## src/inc/acd_pkg.sv

```systemverilog
// constants shared by the angle calibration datapath
package acd_pkg;

   // register word addresses
   localparam logic [15:0] ACD_ADDR_ANGLE      = 16'h0002;
   localparam logic [15:0] ACD_ADDR_ZERO       = 16'h00A0;
   localparam logic [15:0] ACD_ADDR_TABLE_LO   = 16'h00B0;
   localparam logic [15:0] ACD_ADDR_TABLE_HI   = 16'h00EE;
   localparam logic [15:0] ACD_ADDR_CHECKSUM   = 16'h00F0;
   localparam logic [15:0] ACD_ADDR_CUST_LO    = 16'h00F2;
   localparam logic [15:0] ACD_ADDR_CUST_HI    = 16'h00FE;

   // sizes
   localparam int          ACD_TABLE_ENTRIES   = 32;
   localparam int          ACD_CUST_WORDS      = 7;
   localparam logic [4:0]  ACD_TABLE_LAST_IDX  = 5'h1F;

   // field positions
   localparam int          ACD_ZERO_OFS_MSB    = 15;
   localparam int          ACD_ZERO_OFS_LSB    = 2;
   localparam int          ACD_ZERO_DIR_BIT    = 1;
   localparam int          ACD_CRC_MSB         = 7;
   localparam int          ACD_ANGLE_MSB       = 14;

   // reset values
   localparam logic [15:0] ACD_ZERO_RESET      = 16'h0000;
   localparam logic [15:0] ACD_CHECKSUM_RESET  = 16'h0000;
   localparam logic [15:0] ACD_CUST_RESET      = 16'h0000;
   localparam logic [14:0] ACD_ANGLE_RESET     = 15'h0000;

   // crc engine, polynomial x^8+x^4+x^3+x^2+1
   localparam logic [7:0]  ACD_CRC_POLY        = 8'h1D;
   localparam logic [7:0]  ACD_CRC_INIT        = 8'hFF;

   // reduced output range
   localparam logic [11:0] ACD_RED_SPAN        = 12'hFF8;
   localparam logic [11:0] ACD_RED_MIN         = 12'h001;

   // checksum scan states, gray along the path
   typedef enum logic [1:0] {
      ACD_SCAN_IDLE = 2'b00,
      ACD_SCAN_RUN  = 2'b01,
      ACD_SCAN_DONE = 2'b11
   } acd_scan_t;

endpackage

```

## src/design/acd_crc8.sv

```systemverilog
// 8-bit crc engine consuming one 16-bit word per step
`timescale 1ns/10ps
module acd_crc8
   import acd_pkg::*;
(
   // clock and reset
   input  wire logic        clk,
   input  wire logic        reset,
   // control
   input  wire logic        clear,
   input  wire logic        step,
   input  wire logic [15:0] data,
   // result
   output logic      [7:0]  crc
);

   logic [7:0] next_crc;

   // msb first, sixteen bits per step
   always_comb begin
      next_crc = crc;
      for (int b = 15; b >= 0; b--) begin
         if (next_crc[7] ^ data[b]) begin
            next_crc = {next_crc[6:0], 1'b0} ^ ACD_CRC_POLY;
         end else begin
            next_crc = {next_crc[6:0], 1'b0};
         end
      end
   end

   always_ff @(posedge clk) begin
      if (reset || clear) begin
         crc <= ACD_CRC_INIT;
      end else if (step) begin
         crc <= next_crc;
      end
   end

endmodule

```

## src/design/acd_datapath.sv

```systemverilog
// angle calibration datapath: registers, table, checksum scan, output scaling
//
// Summary of operation
// - angle register holds raw 15-bit two's complement angle in bits 14:0
// - normal output code is unsigned 12 bits, 0 to 4095, zero means zero degrees
// - reduced range maps a full turn onto codes 1 to 4088
// - zero-angle word bits 15:2 hold 14-bit offset the output angle code refers to; the angle register reads back raw
// - zero-angle bit 1 selects direction: 0 counter-clockwise, 1 clockwise
// - 32-entry 16-bit linearization table, entry n at n times 11.25 degrees
// - 8-bit crc over all table entries sits in checksum bits 7:0
// - unused table holds ideal angles; parts start with those defaults
// - 112 bits of customer data kept in page 0x00F
// - with short messages on, first 32 customer bits are sent out
// - customer data words are not covered by any crc
// - table changed after the first scan from reset without matching checksum raises crc error
`timescale 1ns/10ps
module acd_datapath
   import acd_pkg::*;
(
   // clock and reset
   input  wire logic        clk,
   input  wire logic        reset,
   // raw angle from the sensor front end
   input  wire logic [14:0] raw_angle,
   input  wire logic        raw_valid,
   // mode straps
   input  wire logic        reduced_range,
   input  wire logic        ssm_enable,
   // register port behind the single wire config port
   input  wire logic [15:0] reg_addr,
   input  wire logic        reg_wr,
   input  wire logic        reg_rd,
   input  wire logic [15:0] reg_wdata,
   output logic      [15:0] reg_rdata,
   output logic             reg_rvalid,
   // output angle code
   output logic      [11:0] angle_code,
   output logic             code_valid,
   // short serial message payload
   output logic      [31:0] ssm_data,
   output logic             ssm_valid,
   // integrity
   output logic             crc_error
);

   ////////////////////////////////////////////////////////////////////////////
   // storage

   logic      [14:0] angle_reading;
   logic      [15:0] zero_angle_word;
   logic      [15:0] table_checksum;
   logic      [15:0] lut [ACD_TABLE_ENTRIES];
   logic      [15:0] cust [ACD_CUST_WORDS];

   ////////////////////////////////////////////////////////////////////////////
   // address decode

   wire              hit_angle    = (reg_addr == ACD_ADDR_ANGLE);
   wire              hit_zero     = (reg_addr == ACD_ADDR_ZERO);
   wire              hit_checksum = (reg_addr == ACD_ADDR_CHECKSUM);
   wire              hit_table    = (reg_addr >= ACD_ADDR_TABLE_LO) && (reg_addr <= ACD_ADDR_TABLE_HI)
                                    && !reg_addr[0];
   wire              hit_cust     = (reg_addr >= ACD_ADDR_CUST_LO) && (reg_addr <= ACD_ADDR_CUST_HI)
                                    && !reg_addr[0];
   wire       [15:0] table_ofs    = reg_addr - ACD_ADDR_TABLE_LO;
   wire       [4:0]  table_sel    = table_ofs[5:1];
   wire       [15:0] cust_ofs     = reg_addr - ACD_ADDR_CUST_LO;
   wire       [2:0]  cust_sel     = cust_ofs[3:1];
   wire              wr_table     = reg_wr && hit_table;
   wire              wr_checksum  = reg_wr && hit_checksum;
   wire              wr_zero      = reg_wr && hit_zero;

   logic      [15:0] rd_mux;
   always_comb begin
      if (hit_angle) begin
         rd_mux = {1'b0, angle_reading};
      end else if (hit_zero) begin
         rd_mux = zero_angle_word;
      end else if (hit_checksum) begin
         rd_mux = table_checksum;
      end else if (hit_table) begin
         rd_mux = lut[table_sel];
      end else if (hit_cust) begin
         rd_mux = cust[cust_sel];
      end else begin
         rd_mux = 16'h0000;
      end
   end

   always_ff @(posedge clk) begin
      if (reset) begin
         reg_rdata  <= 16'h0000;
         reg_rvalid <= 1'b0;
      end else begin
         reg_rvalid <= reg_rd;
         if (reg_rd) begin
            reg_rdata <= rd_mux;
         end
      end
   end

   ////////////////////////////////////////////////////////////////////////////
   // configuration words; bit 0 of zero word stored but never used

   always_ff @(posedge clk) begin
      if (reset) begin
         zero_angle_word <= ACD_ZERO_RESET;
      end else if (wr_zero) begin
         zero_angle_word <= reg_wdata;
      end
   end

   // table entries start at ideal angles n*2048
   genvar gi;
   generate
      for (gi = 0; gi < ACD_TABLE_ENTRIES; gi++) begin : g_lut
         always_ff @(posedge clk) begin
            if (reset) begin
               lut[gi] <= {5'(gi), 11'h000};
            end else if (wr_table && (table_sel == 5'(gi))) begin
               lut[gi] <= reg_wdata;
            end
         end
      end
      for (gi = 0; gi < ACD_CUST_WORDS; gi++) begin : g_cust
         always_ff @(posedge clk) begin
            if (reset) begin
               cust[gi] <= ACD_CUST_RESET;
            end else if (reg_wr && hit_cust && (cust_sel == 3'(gi))) begin
               cust[gi] <= reg_wdata;
            end
         end
      end
   endgenerate

   ////////////////////////////////////////////////////////////////////////////
   // checksum scan over the table; customer words never enter it

   acd_scan_t        scan_state;
   logic      [4:0]  scan_idx;
   logic             first_scan;
   logic      [7:0]  crc_value;
   wire              scan_restart = wr_table || wr_checksum;
   wire              scan_step    = (scan_state == ACD_SCAN_RUN) && !scan_restart;

   acd_crc8 u_crc (
      .clk   (clk),
      .reset (reset),
      .clear (scan_restart || (scan_state == ACD_SCAN_IDLE)),
      .step  (scan_step),
      .data  (lut[scan_idx]),
      .crc   (crc_value)
   );

   always_ff @(posedge clk) begin
      if (reset) begin
         scan_state <= ACD_SCAN_IDLE;
         scan_idx   <= 5'h00;
      end else if (scan_restart) begin
         scan_state <= ACD_SCAN_RUN;
         scan_idx   <= 5'h00;
      end else begin
         case (scan_state)
            ACD_SCAN_IDLE: begin
               scan_state <= ACD_SCAN_RUN;
               scan_idx   <= 5'h00;
            end
            ACD_SCAN_RUN: begin
               scan_idx <= scan_idx + 5'h01;
               if (scan_idx == ACD_TABLE_LAST_IDX) begin
                  scan_state <= ACD_SCAN_DONE;
               end
            end
            default: begin
               scan_state <= ACD_SCAN_DONE;
            end
         endcase
      end
   end

   // first scan after reset seals the default table as consistent
   always_ff @(posedge clk) begin
      if (reset) begin
         table_checksum <= ACD_CHECKSUM_RESET;
         first_scan     <= 1'b1;
         crc_error      <= 1'b0;
      end else if (wr_checksum) begin
         table_checksum <= reg_wdata;
         first_scan     <= 1'b0;
      end else if ((scan_state == ACD_SCAN_DONE) && first_scan) begin
         table_checksum[ACD_CRC_MSB:0] <= crc_value;
         first_scan                    <= 1'b0;
         crc_error                     <= 1'b0;
      end else if (scan_state == ACD_SCAN_DONE) begin
         crc_error <= (crc_value != table_checksum[ACD_CRC_MSB:0]);
      end
   end

   ////////////////////////////////////////////////////////////////////////////
   // stage 1: offset and direction

   wire       [15:0] raw16      = {raw_angle, 1'b0};
   wire       [15:0] offset16   = {zero_angle_word[ACD_ZERO_OFS_MSB:ACD_ZERO_OFS_LSB], 2'b00};
   wire       [15:0] rel16      = raw16 - offset16;
   wire       [15:0] dir16      = zero_angle_word[ACD_ZERO_DIR_BIT] ? (16'h0000 - rel16) : rel16;
   logic      [15:0] s1_angle;
   logic             s1_valid;

   always_ff @(posedge clk) begin
      if (reset) begin
         angle_reading <= ACD_ANGLE_RESET;
         s1_angle      <= 16'h0000;
         s1_valid      <= 1'b0;
      end else begin
         s1_valid <= raw_valid;
         if (raw_valid) begin
            angle_reading <= raw_angle;
            s1_angle      <= dir16;
         end
      end
   end

   ////////////////////////////////////////////////////////////////////////////
   // stage 2: table correction interpolated between neighbour points

   wire       [4:0]  lin_idx    = s1_angle[15:11];
   wire       [4:0]  lin_idx_n  = lin_idx + 5'h01;
   wire       [10:0] lin_frac   = s1_angle[10:0];
   wire       [15:0] corr0      = lut[lin_idx] - {lin_idx, 11'h000};
   wire       [15:0] corr1      = lut[lin_idx_n] - {lin_idx_n, 11'h000};
   wire signed [16:0] corr_delta = $signed({corr1[15], corr1}) - $signed({corr0[15], corr0});
   wire signed [28:0] corr_prod  = corr_delta * $signed({1'b0, lin_frac});
   wire       [15:0] corr_step  = corr_prod[26:11];
   logic      [15:0] s2_angle;
   logic             s2_valid;

   always_ff @(posedge clk) begin
      if (reset) begin
         s2_angle <= 16'h0000;
         s2_valid <= 1'b0;
      end else begin
         s2_valid <= s1_valid;
         if (s1_valid) begin
            s2_angle <= s1_angle + corr0 + corr_step;
         end
      end
   end

   ////////////////////////////////////////////////////////////////////////////
   // stage 3: output scaling and short message payload

   wire       [27:0] red_prod   = s2_angle * ACD_RED_SPAN;
   wire       [11:0] red_code   = red_prod[27:16] + ACD_RED_MIN;
   wire       [11:0] full_code  = s2_angle[15:4];

   always_ff @(posedge clk) begin
      if (reset) begin
         angle_code <= 12'h000;
         code_valid <= 1'b0;
         ssm_data   <= 32'h0000_0000;
         ssm_valid  <= 1'b0;
      end else begin
         code_valid <= s2_valid;
         if (s2_valid) begin
            angle_code <= reduced_range ? red_code : full_code;
         end
         ssm_valid <= ssm_enable;
         ssm_data  <= ssm_enable ? {cust[0], cust[1]} : 32'h0000_0000;
      end
   end

endmodule

```

## config.mk

```make
export PLATFORM = sky130hd
export DESIGN_NAME = acd_datapath
export DESIGN_NICKNAME = d
export VERILOG_FILES = /design/src/inc/acd_pkg.sv /design/src/design/acd_crc8.sv /design/src/design/acd_datapath.sv
export SDC_FILE = /design/constraint.sdc
export NUM_CORES = 2
export LEC_CHECK = 0
export BUFFER_PORTS_ARGS = -buffer_cell sky130_fd_sc_hd__buf_2
export CAP_MARGIN = 20
export CORE_UTILIZATION = 42
export CTS_CLUSTER_SIZE = 28
export DETAILED_ROUTE_END_ITERATION = 7
export PLACE_DENSITY = 0.64
export SLEW_MARGIN = 20
export SYNTH_ARGS = -nofsm -noshare
export SYNTH_HDL_FRONTEND = slang
export SYNTH_SLANG_ARGS = --single-unit
```

## constraint.sdc

```tcl
create_clock -name clk -period 14.57 [get_ports clk]
set_input_delay 1.457 -clock clk [delete_from_list [all_inputs] [get_ports clk]]
set_output_delay 1.457 -clock clk [all_outputs]
set_load 0.05 [all_outputs]
```

# After elaboration in Yosys (flattened, before gate mapping)
# Memory sizes are Yosys's and may differ from the RTL's. A register that Yosys moved wholly into a read port is not among the register bits.
# Cells that the tools add are included.
[totals]
elab_cells = 416
inputBits = 54
memories = 2
ramBits = 624
output_inout_bits = 64
regBits = 129
[op_classes]
bitwise = 73
magnitude_cmp = 4
mux = 195
n_mul = 2
n_addsub = 12
n_reduce_logical = 63
n_eq_ne = 46
[memory_table]
columns = ["name", "depth", "word_bits", "read_ports", "rd_ports_with_merged_regs", "wr", "line", "rtl"]
rows = [
  ["lut", 32, 16, 4, 2, 32, "acd_datapath.sv:52", "logic [15:0] lut [ACD_TABLE_ENTRIES];"],
  ["cust", 7, 16, 3, 2, 7, "acd_datapath.sv:53", "logic [15:0] cust [ACD_CUST_WORDS];"],
]
[op_table]
columns = ["cell", "count"]
rows = [
  ["$mux W16", 45],
  ["$mux W1", 124],
  ["$mux W5", 20],
  ["$eq A5 B5 Y1 const B", 17],
  ["$not A4 Y4", 16],
  ["$logic_and A1 B1 Y1", 49],
  ["$sub A16 B16 Y16", 3],
  ["$eq A5 B4 Y1 const B", 8],
  ["$or A1 B1 Y1", 39],
  ["$add A16 B16 Y16", 2],
  ["$eq A16 B8 Y1 const B", 2],
  ["$ge A16 B8 Y1 const B", 2],
  ["$le A16 B8 Y1 const B", 2],
  ["$mul A17 B12 Y27", 1],
  ["$mul A16 B9 Y25 const B", 1],
  ["$eq A5 B3 Y1 const B", 4],
  ["$sub A16 B16 Y17", 1],
  ["$eq A16 B2 Y1 const B", 1],
  ["$mux W8", 2],
  ["$sub A1 B16 Y16 const A", 1],
  ["$xor A1 B1 Y1", 16],
  ["$add A12 B1 Y12 const B", 1],
  ["$mux W12", 1],
  ["$add A5 B1 Y5 const B", 2],
  ["other kinds (24)", 35],
]

# Longest topological paths before layout
[depth]
ltp_word = 32
ltp_mapped = 52
mapped_depth_nobuf = 49

# Cells and area by module
# From an unflattened synthesis, not the netlist that was laid out.
[hier_totals]
cells_unflattened = 4626
area_unflattened_um2 = 59482.0
[by_module_without_submodules]
columns = ["module", "n_inst", "area_per_inst_um2", "seq_area_each_um2", "cells_each"]
rows = [
  ["acd_datapath", 1, 58682.5, 21961.1, 4556],
  ["acd_crc8", 1, 799.5, 160.2, 70],
]

# Worst setup path after synthesis
# OpenSTA, ideal clock, no wires.
[synth_timing]
kind = "register to register"
startpoint = "reg with a tool-made name"
endpoint = "reg s2_angle[15]"
setup_ns = 0.086
setup_slack_ns = 2.918
required_ns = 14.484
path_stages_with_launch = 48
n_path_buf = 3
arrival_time_ns = 11.567
synth_period_minus_slack_ns = 11.652
cell_sequence = "dfxtp_1 > clkbuf_1 > clkbuf_1 > buf_1 > mux4_2 > mux4_2 > mux2_2 > ha_1 > fa_1 > nor2b_1 > o21ai_0 > a21boi_0 > o21ai_0 > a21boi_0 > o21ai_0 > a21oi_1 > nor2_1 > xnor2_1 > (+12 left out) > o22ai_1 > nor2_1 > a21oi_1 > a21oi_1 > nor2b_1 > nor2_1 > xnor2_1 > fa_1 > ha_1 > and3_1 > a21oi_1 > o21ai_0 > nor4_1 > o41ai_1 > xnor2_1 > xnor2_1 > xnor2_1 > a211oi_1"
[synth_lines]
columns = ["item", "line", "rtl"]
rows = [
  ["end signal, assigned", "acd_datapath.sv:244", "s2_angle <= s1_angle + corr0 + corr_step;"],
  ["end, declared", "acd_datapath.sv:234", "logic [15:0] s2_angle;"],
]

# Worst setup path after layout
[layout_timing]
startpoint = "reg s1_angle[11]"
endpoint = "reg s2_angle[15]"
[layout_via]
elab_chain_len = 6
elab_cells_between_ends = 8
cone_classes = "6 x add/sub; 1 x mul; 1 x memory"
[layout_rtl]
columns = ["item", "line", "rtl"]
rows = [
  ["start, declared", "acd_datapath.sv:206", "logic [15:0] s1_angle;"],
  ["start signal, assigned", "acd_datapath.sv:218", "s1_angle <= dir16;"],
  ["$add A5 B1 Y5", "acd_datapath.sv:227", "wire [4:0] lin_idx_n = lin_idx + 5'h01;"],
  ["$mem_v2 Z32 W16", "-", ""],
  ["$sub A16 B16 Y16", "acd_datapath.sv:230", "wire [15:0] corr1 = lut[lin_idx_n] - {lin_idx_n, 11'h000};"],
  ["$sub A16 B16 Y17", "acd_datapath.sv:231", "wire signed [16:0] corr_delta = $signed({corr1[15], corr1}) - $signed({corr0[15], corr0});"],
  ["$mul A17 B12 Y27", "acd_datapath.sv:232", "wire signed [28:0] corr_prod = corr_delta * $signed({1'b0, lin_frac});"],
  ["$add A16 B16 Y16 *", "acd_datapath.sv:244", ""],
]
# Mark *: on every way between the ends. The rest lies on a longest branch, timed or not.
# A chain may end at the register's enable or synchronous reset.

==> flow_summary_export.csv <==
group,metric,value,unit
status,run_status,"completed",
critical_path,crit_fanout,96,
min_path,worst_hold_path_type,"flip-flop to flip-flop",
drt,drt_iter0_markers,5888,
synth,yosysSeqAreaShare,0.373,
global_route,antenna_found_initial,15,
cts,cts_setup_buffers,0,
drt,viasPerCell,6.35,
critical_path,worstPathRequired,15170,ps
synth,synth_flop_cell,"edfxtp_1",
cts,cts.path.max_buffers,3,
floorplanning,io_pins,118,
floorplanning,initial_core_util,0.424,
layout,nFillCells,12300,
global_route,track_usage,0.276,
sta,hold_viol,0,
run,maxCapViolCount,0,
sta,tns,0,ps
layout,fin_nets,5048,
global_route,overflow,0,
critical_path,max_stage_delay,660,ps
critical_path,end_kind,"flip-flop",
synth,yosys_warnings,0,
global_route,grt_max_degree,97,
sta,setup_viol,0,
critical_path,critPathLaunchType,"flip-flop",
critical_path,critPathMostFrequentCell,"fa_1",
min_path,min_from,"zero_angle_word[0]",
drt,wl_met1,71.7,mm
cts,cts_tree,"done",
global_route,grt_pass1_wl,285,mm
floorplanning,die_w,378,um
layout,layout-drive-gt1-share,0.235,
synth,netlist_area,0.0593,mm^2
drt,routed_wl,197,mm
critical_path,startpoint,"s1_angle[11]",
synth,synth-seq-cells,793,
drt,drc,0,
sta,relSlewSlack,0.160,
synth,avgSynthCellArea,12.7,um^2
critical_path,crit_slowest_cell,"a21boi_1",
floorplanning,core_area,0.140,mm^2
synth,synth_edf_count,624,
cts,numCtsBuffers,90,
sta,rsz0062_at_grt,"false",
synth,synthCells,4681,
drt,dr.pass1.iters,6,
sta,fmax,78.2,MHz
cts,clock_sinks,793,
drt,vias,41500,
floorplanning,dieArea,0.143,mm^2
cts,h-tree-depth,3,
drt,routedWlPerCell,30.1,um
critical_path,critPathKind,"flip-flop to flip-flop",
cts,cts.repair.resized,0,
place,place_congestion,0.958,
floorplanning,row_count,137,
synth,yosysUniqueCellTypes,75,
critical_path,arrival,13390,ps
cts,cts.hold.buffers_added,0,
sta,min_period,12790,ps
cts,clk_transition_reported_paths,70,ps
place,port_buffers,117,
sta,fin_hold_ws,455,ps
layout,area_delta_synth_final,9.60,%
critical_path,r2r-start,"s1_angle[11]",
synth,synthesis.nets,5144,
cts,cts_root_buffer,"clkbuf_16",
global_route,grt_pass1_vias,41000,
drt,ant_nets,0,
sta,slew_viol_final,0,
place,hpwlAfterDp,131,mm
drt,route.met2.wl,89.5,mm
floorplanning,die_height,378,um
sta,period_share,0.878,
synth,synthArstFlopShare,0,
cts,clkLatencyLatePin,740,ps
sta,finClkSkew,70.0,ps
drt,top_layer,"met5",
drt,wl_met3,24.1,mm
sta,tightest_slew,1260,ps
==> final cells by class <==
| class | count | area, um^2 | area share |
|---|---|---|---|
| Antenna cell | 4 | 10.0 | 0.000154 |
| Clock buffer | 127 | 2580 | 0.0398 |
| Clock inverter | 42 | 488 | 0.00751 |
| Inverter | 358 | 1340 | 0.0207 |
| Multi-Input combinational cell | 3137 | 34700 | 0.534 |
| Sequential cell | 793 | 22100 | 0.341 |
| Tap cell | 1876 | 2350 | 0.0361 |
| Timing Repair Buffer | 205 | 1390 | 0.0214 |
==> stage by stage <==
| step | setup slack [ps] | std cells | area (um^2) | util |
|---|---|---|---|---|
| after floorplan | 2920 | 4681 | 59300 | - |
| after global placement | 1940 | 6367 | 61800 | 0.442 |
| after CTS | 1810 | 6537 | 64900 | 0.464 |
| after detailed placement | 1840 | 6368 | 61900 | 0.442 |
| after global routing | 816 | 6539 | 65000 | 0.465 |
| final | 1780 | 6542 | 65000 | 0.465 |
==> worst paths after layout <==
check,end,slack (ps),cells after the start
hold / removal,zero_angle_word[0],460,2
setup / recovery,s2_angle[15],1780,47
hold reg to reg,zero_angle_word[0],460,2
setup reg to reg,s2_angle[15],1780,47
==> registers in the layout (all words and copies together) (netlist names), 2 cells and up, named ones only <==
signal / cells
scan_idx: 5
s1_angle: 14
angle_code: 12
angle_reading: 15
scan_state: 2
table_checksum: 16
lut: 512
reg_rdata: 16
s2_angle: 16
cust: 112
ssm_data: 32
u_crc.crc: 8
zero_angle_word: 16
==> worst max-delay path: cells and delay by family, from the launching register on <==
kind / cells / cell delay, ps
AOI/OAI and AO/OA: 17 / 4140
DFF: 1 / 370
buffers and inverters: 6 / 1440
xor gates and xnor gates: 5 / 1210
adders and majority gates: 9 / 3930
and+or+nand+nor: 8 / 910
muxes: 2 / 710
==> Yosys cell counts, types with 13 or more instances <==
cell type  count  area (um^2)
nand2_1      226          848
nor2_1       234          878
and3_1       101          632
or3_1         86          538
dfxtp_1      169         3380
a21o_1        15          113
o211ai_1      26          195
fa_1         231         4620
o22ai_1       15         93.8
a31oi_1       13         81.3
clkbuf_1     312         1170
a221oi_1      20          175
xor2_1        55          482
buf_2         17         85.1
and2_1       552         3450
xnor2_1       91          797
ha_1         178         2230
buf_1         43          161
mux2_2        34          383
edfxtp_1     624        18700
nor2b_1       32          200
mux4_2       610        13700
inv_1        356         1340
a21oi_1      101          505
nand4_1       21          131
mux2i_1      125         1250
a211oi_1      62          465
nor3_1        17         85.1
nand3_1       29          145
nand2b_1      20          125
a22oi_1       36          270
o21ai_0       87          435
==> cells in the final DEF, fill, tap and decap left out, drive strengths merged, types with 17 or more instances in the layout <==
cell type,instances
dfxtp,169
inv,359
nand4,22
o21ai,94
mux2,35
nand2b,20
nor3,17
nor2b,32
edfxtp,624
o211ai,26
a22oi,36
clkbuf,127
xor2,62
a21oi,101
clkinv,31
mux2i,125
mux4,618
a211oi,64
a221oi,21
buf,205
ha,178
fa,231
nand3,29
and2,552
xnor2,101
nand2,226
or3,86
nor2,234
and3,101
==> cells by family (layout without fill, tap and decap cells) <==
kind of cell	after synthesis	in the layout	synth area share
AO/OA/AOI/OAI	437	437	0.0479
XOR/XNOR	166	166	0.0276
adder cells (fa/ha/maj)	409	409	0.116
buffers and inverters	751	732	0.0506
flip-flops	793	793	0.373
multiplexers	778	778	0.263
other	0	4	0
AND/OR/NAND/NOR	1347	1347	0.122
==> metal layers <==
metal / track usage / vias to the layer above
li1: - / 17100
met1: 0.356 / 21100
met2: 0.424 / 2734
met3: 0.0816 / 586
met4: 0.135 / 8
met5: 0 / -
Power is not shown: default switching activity piles up to over one toggle a cycle in this logic, so the estimate is an artifact.
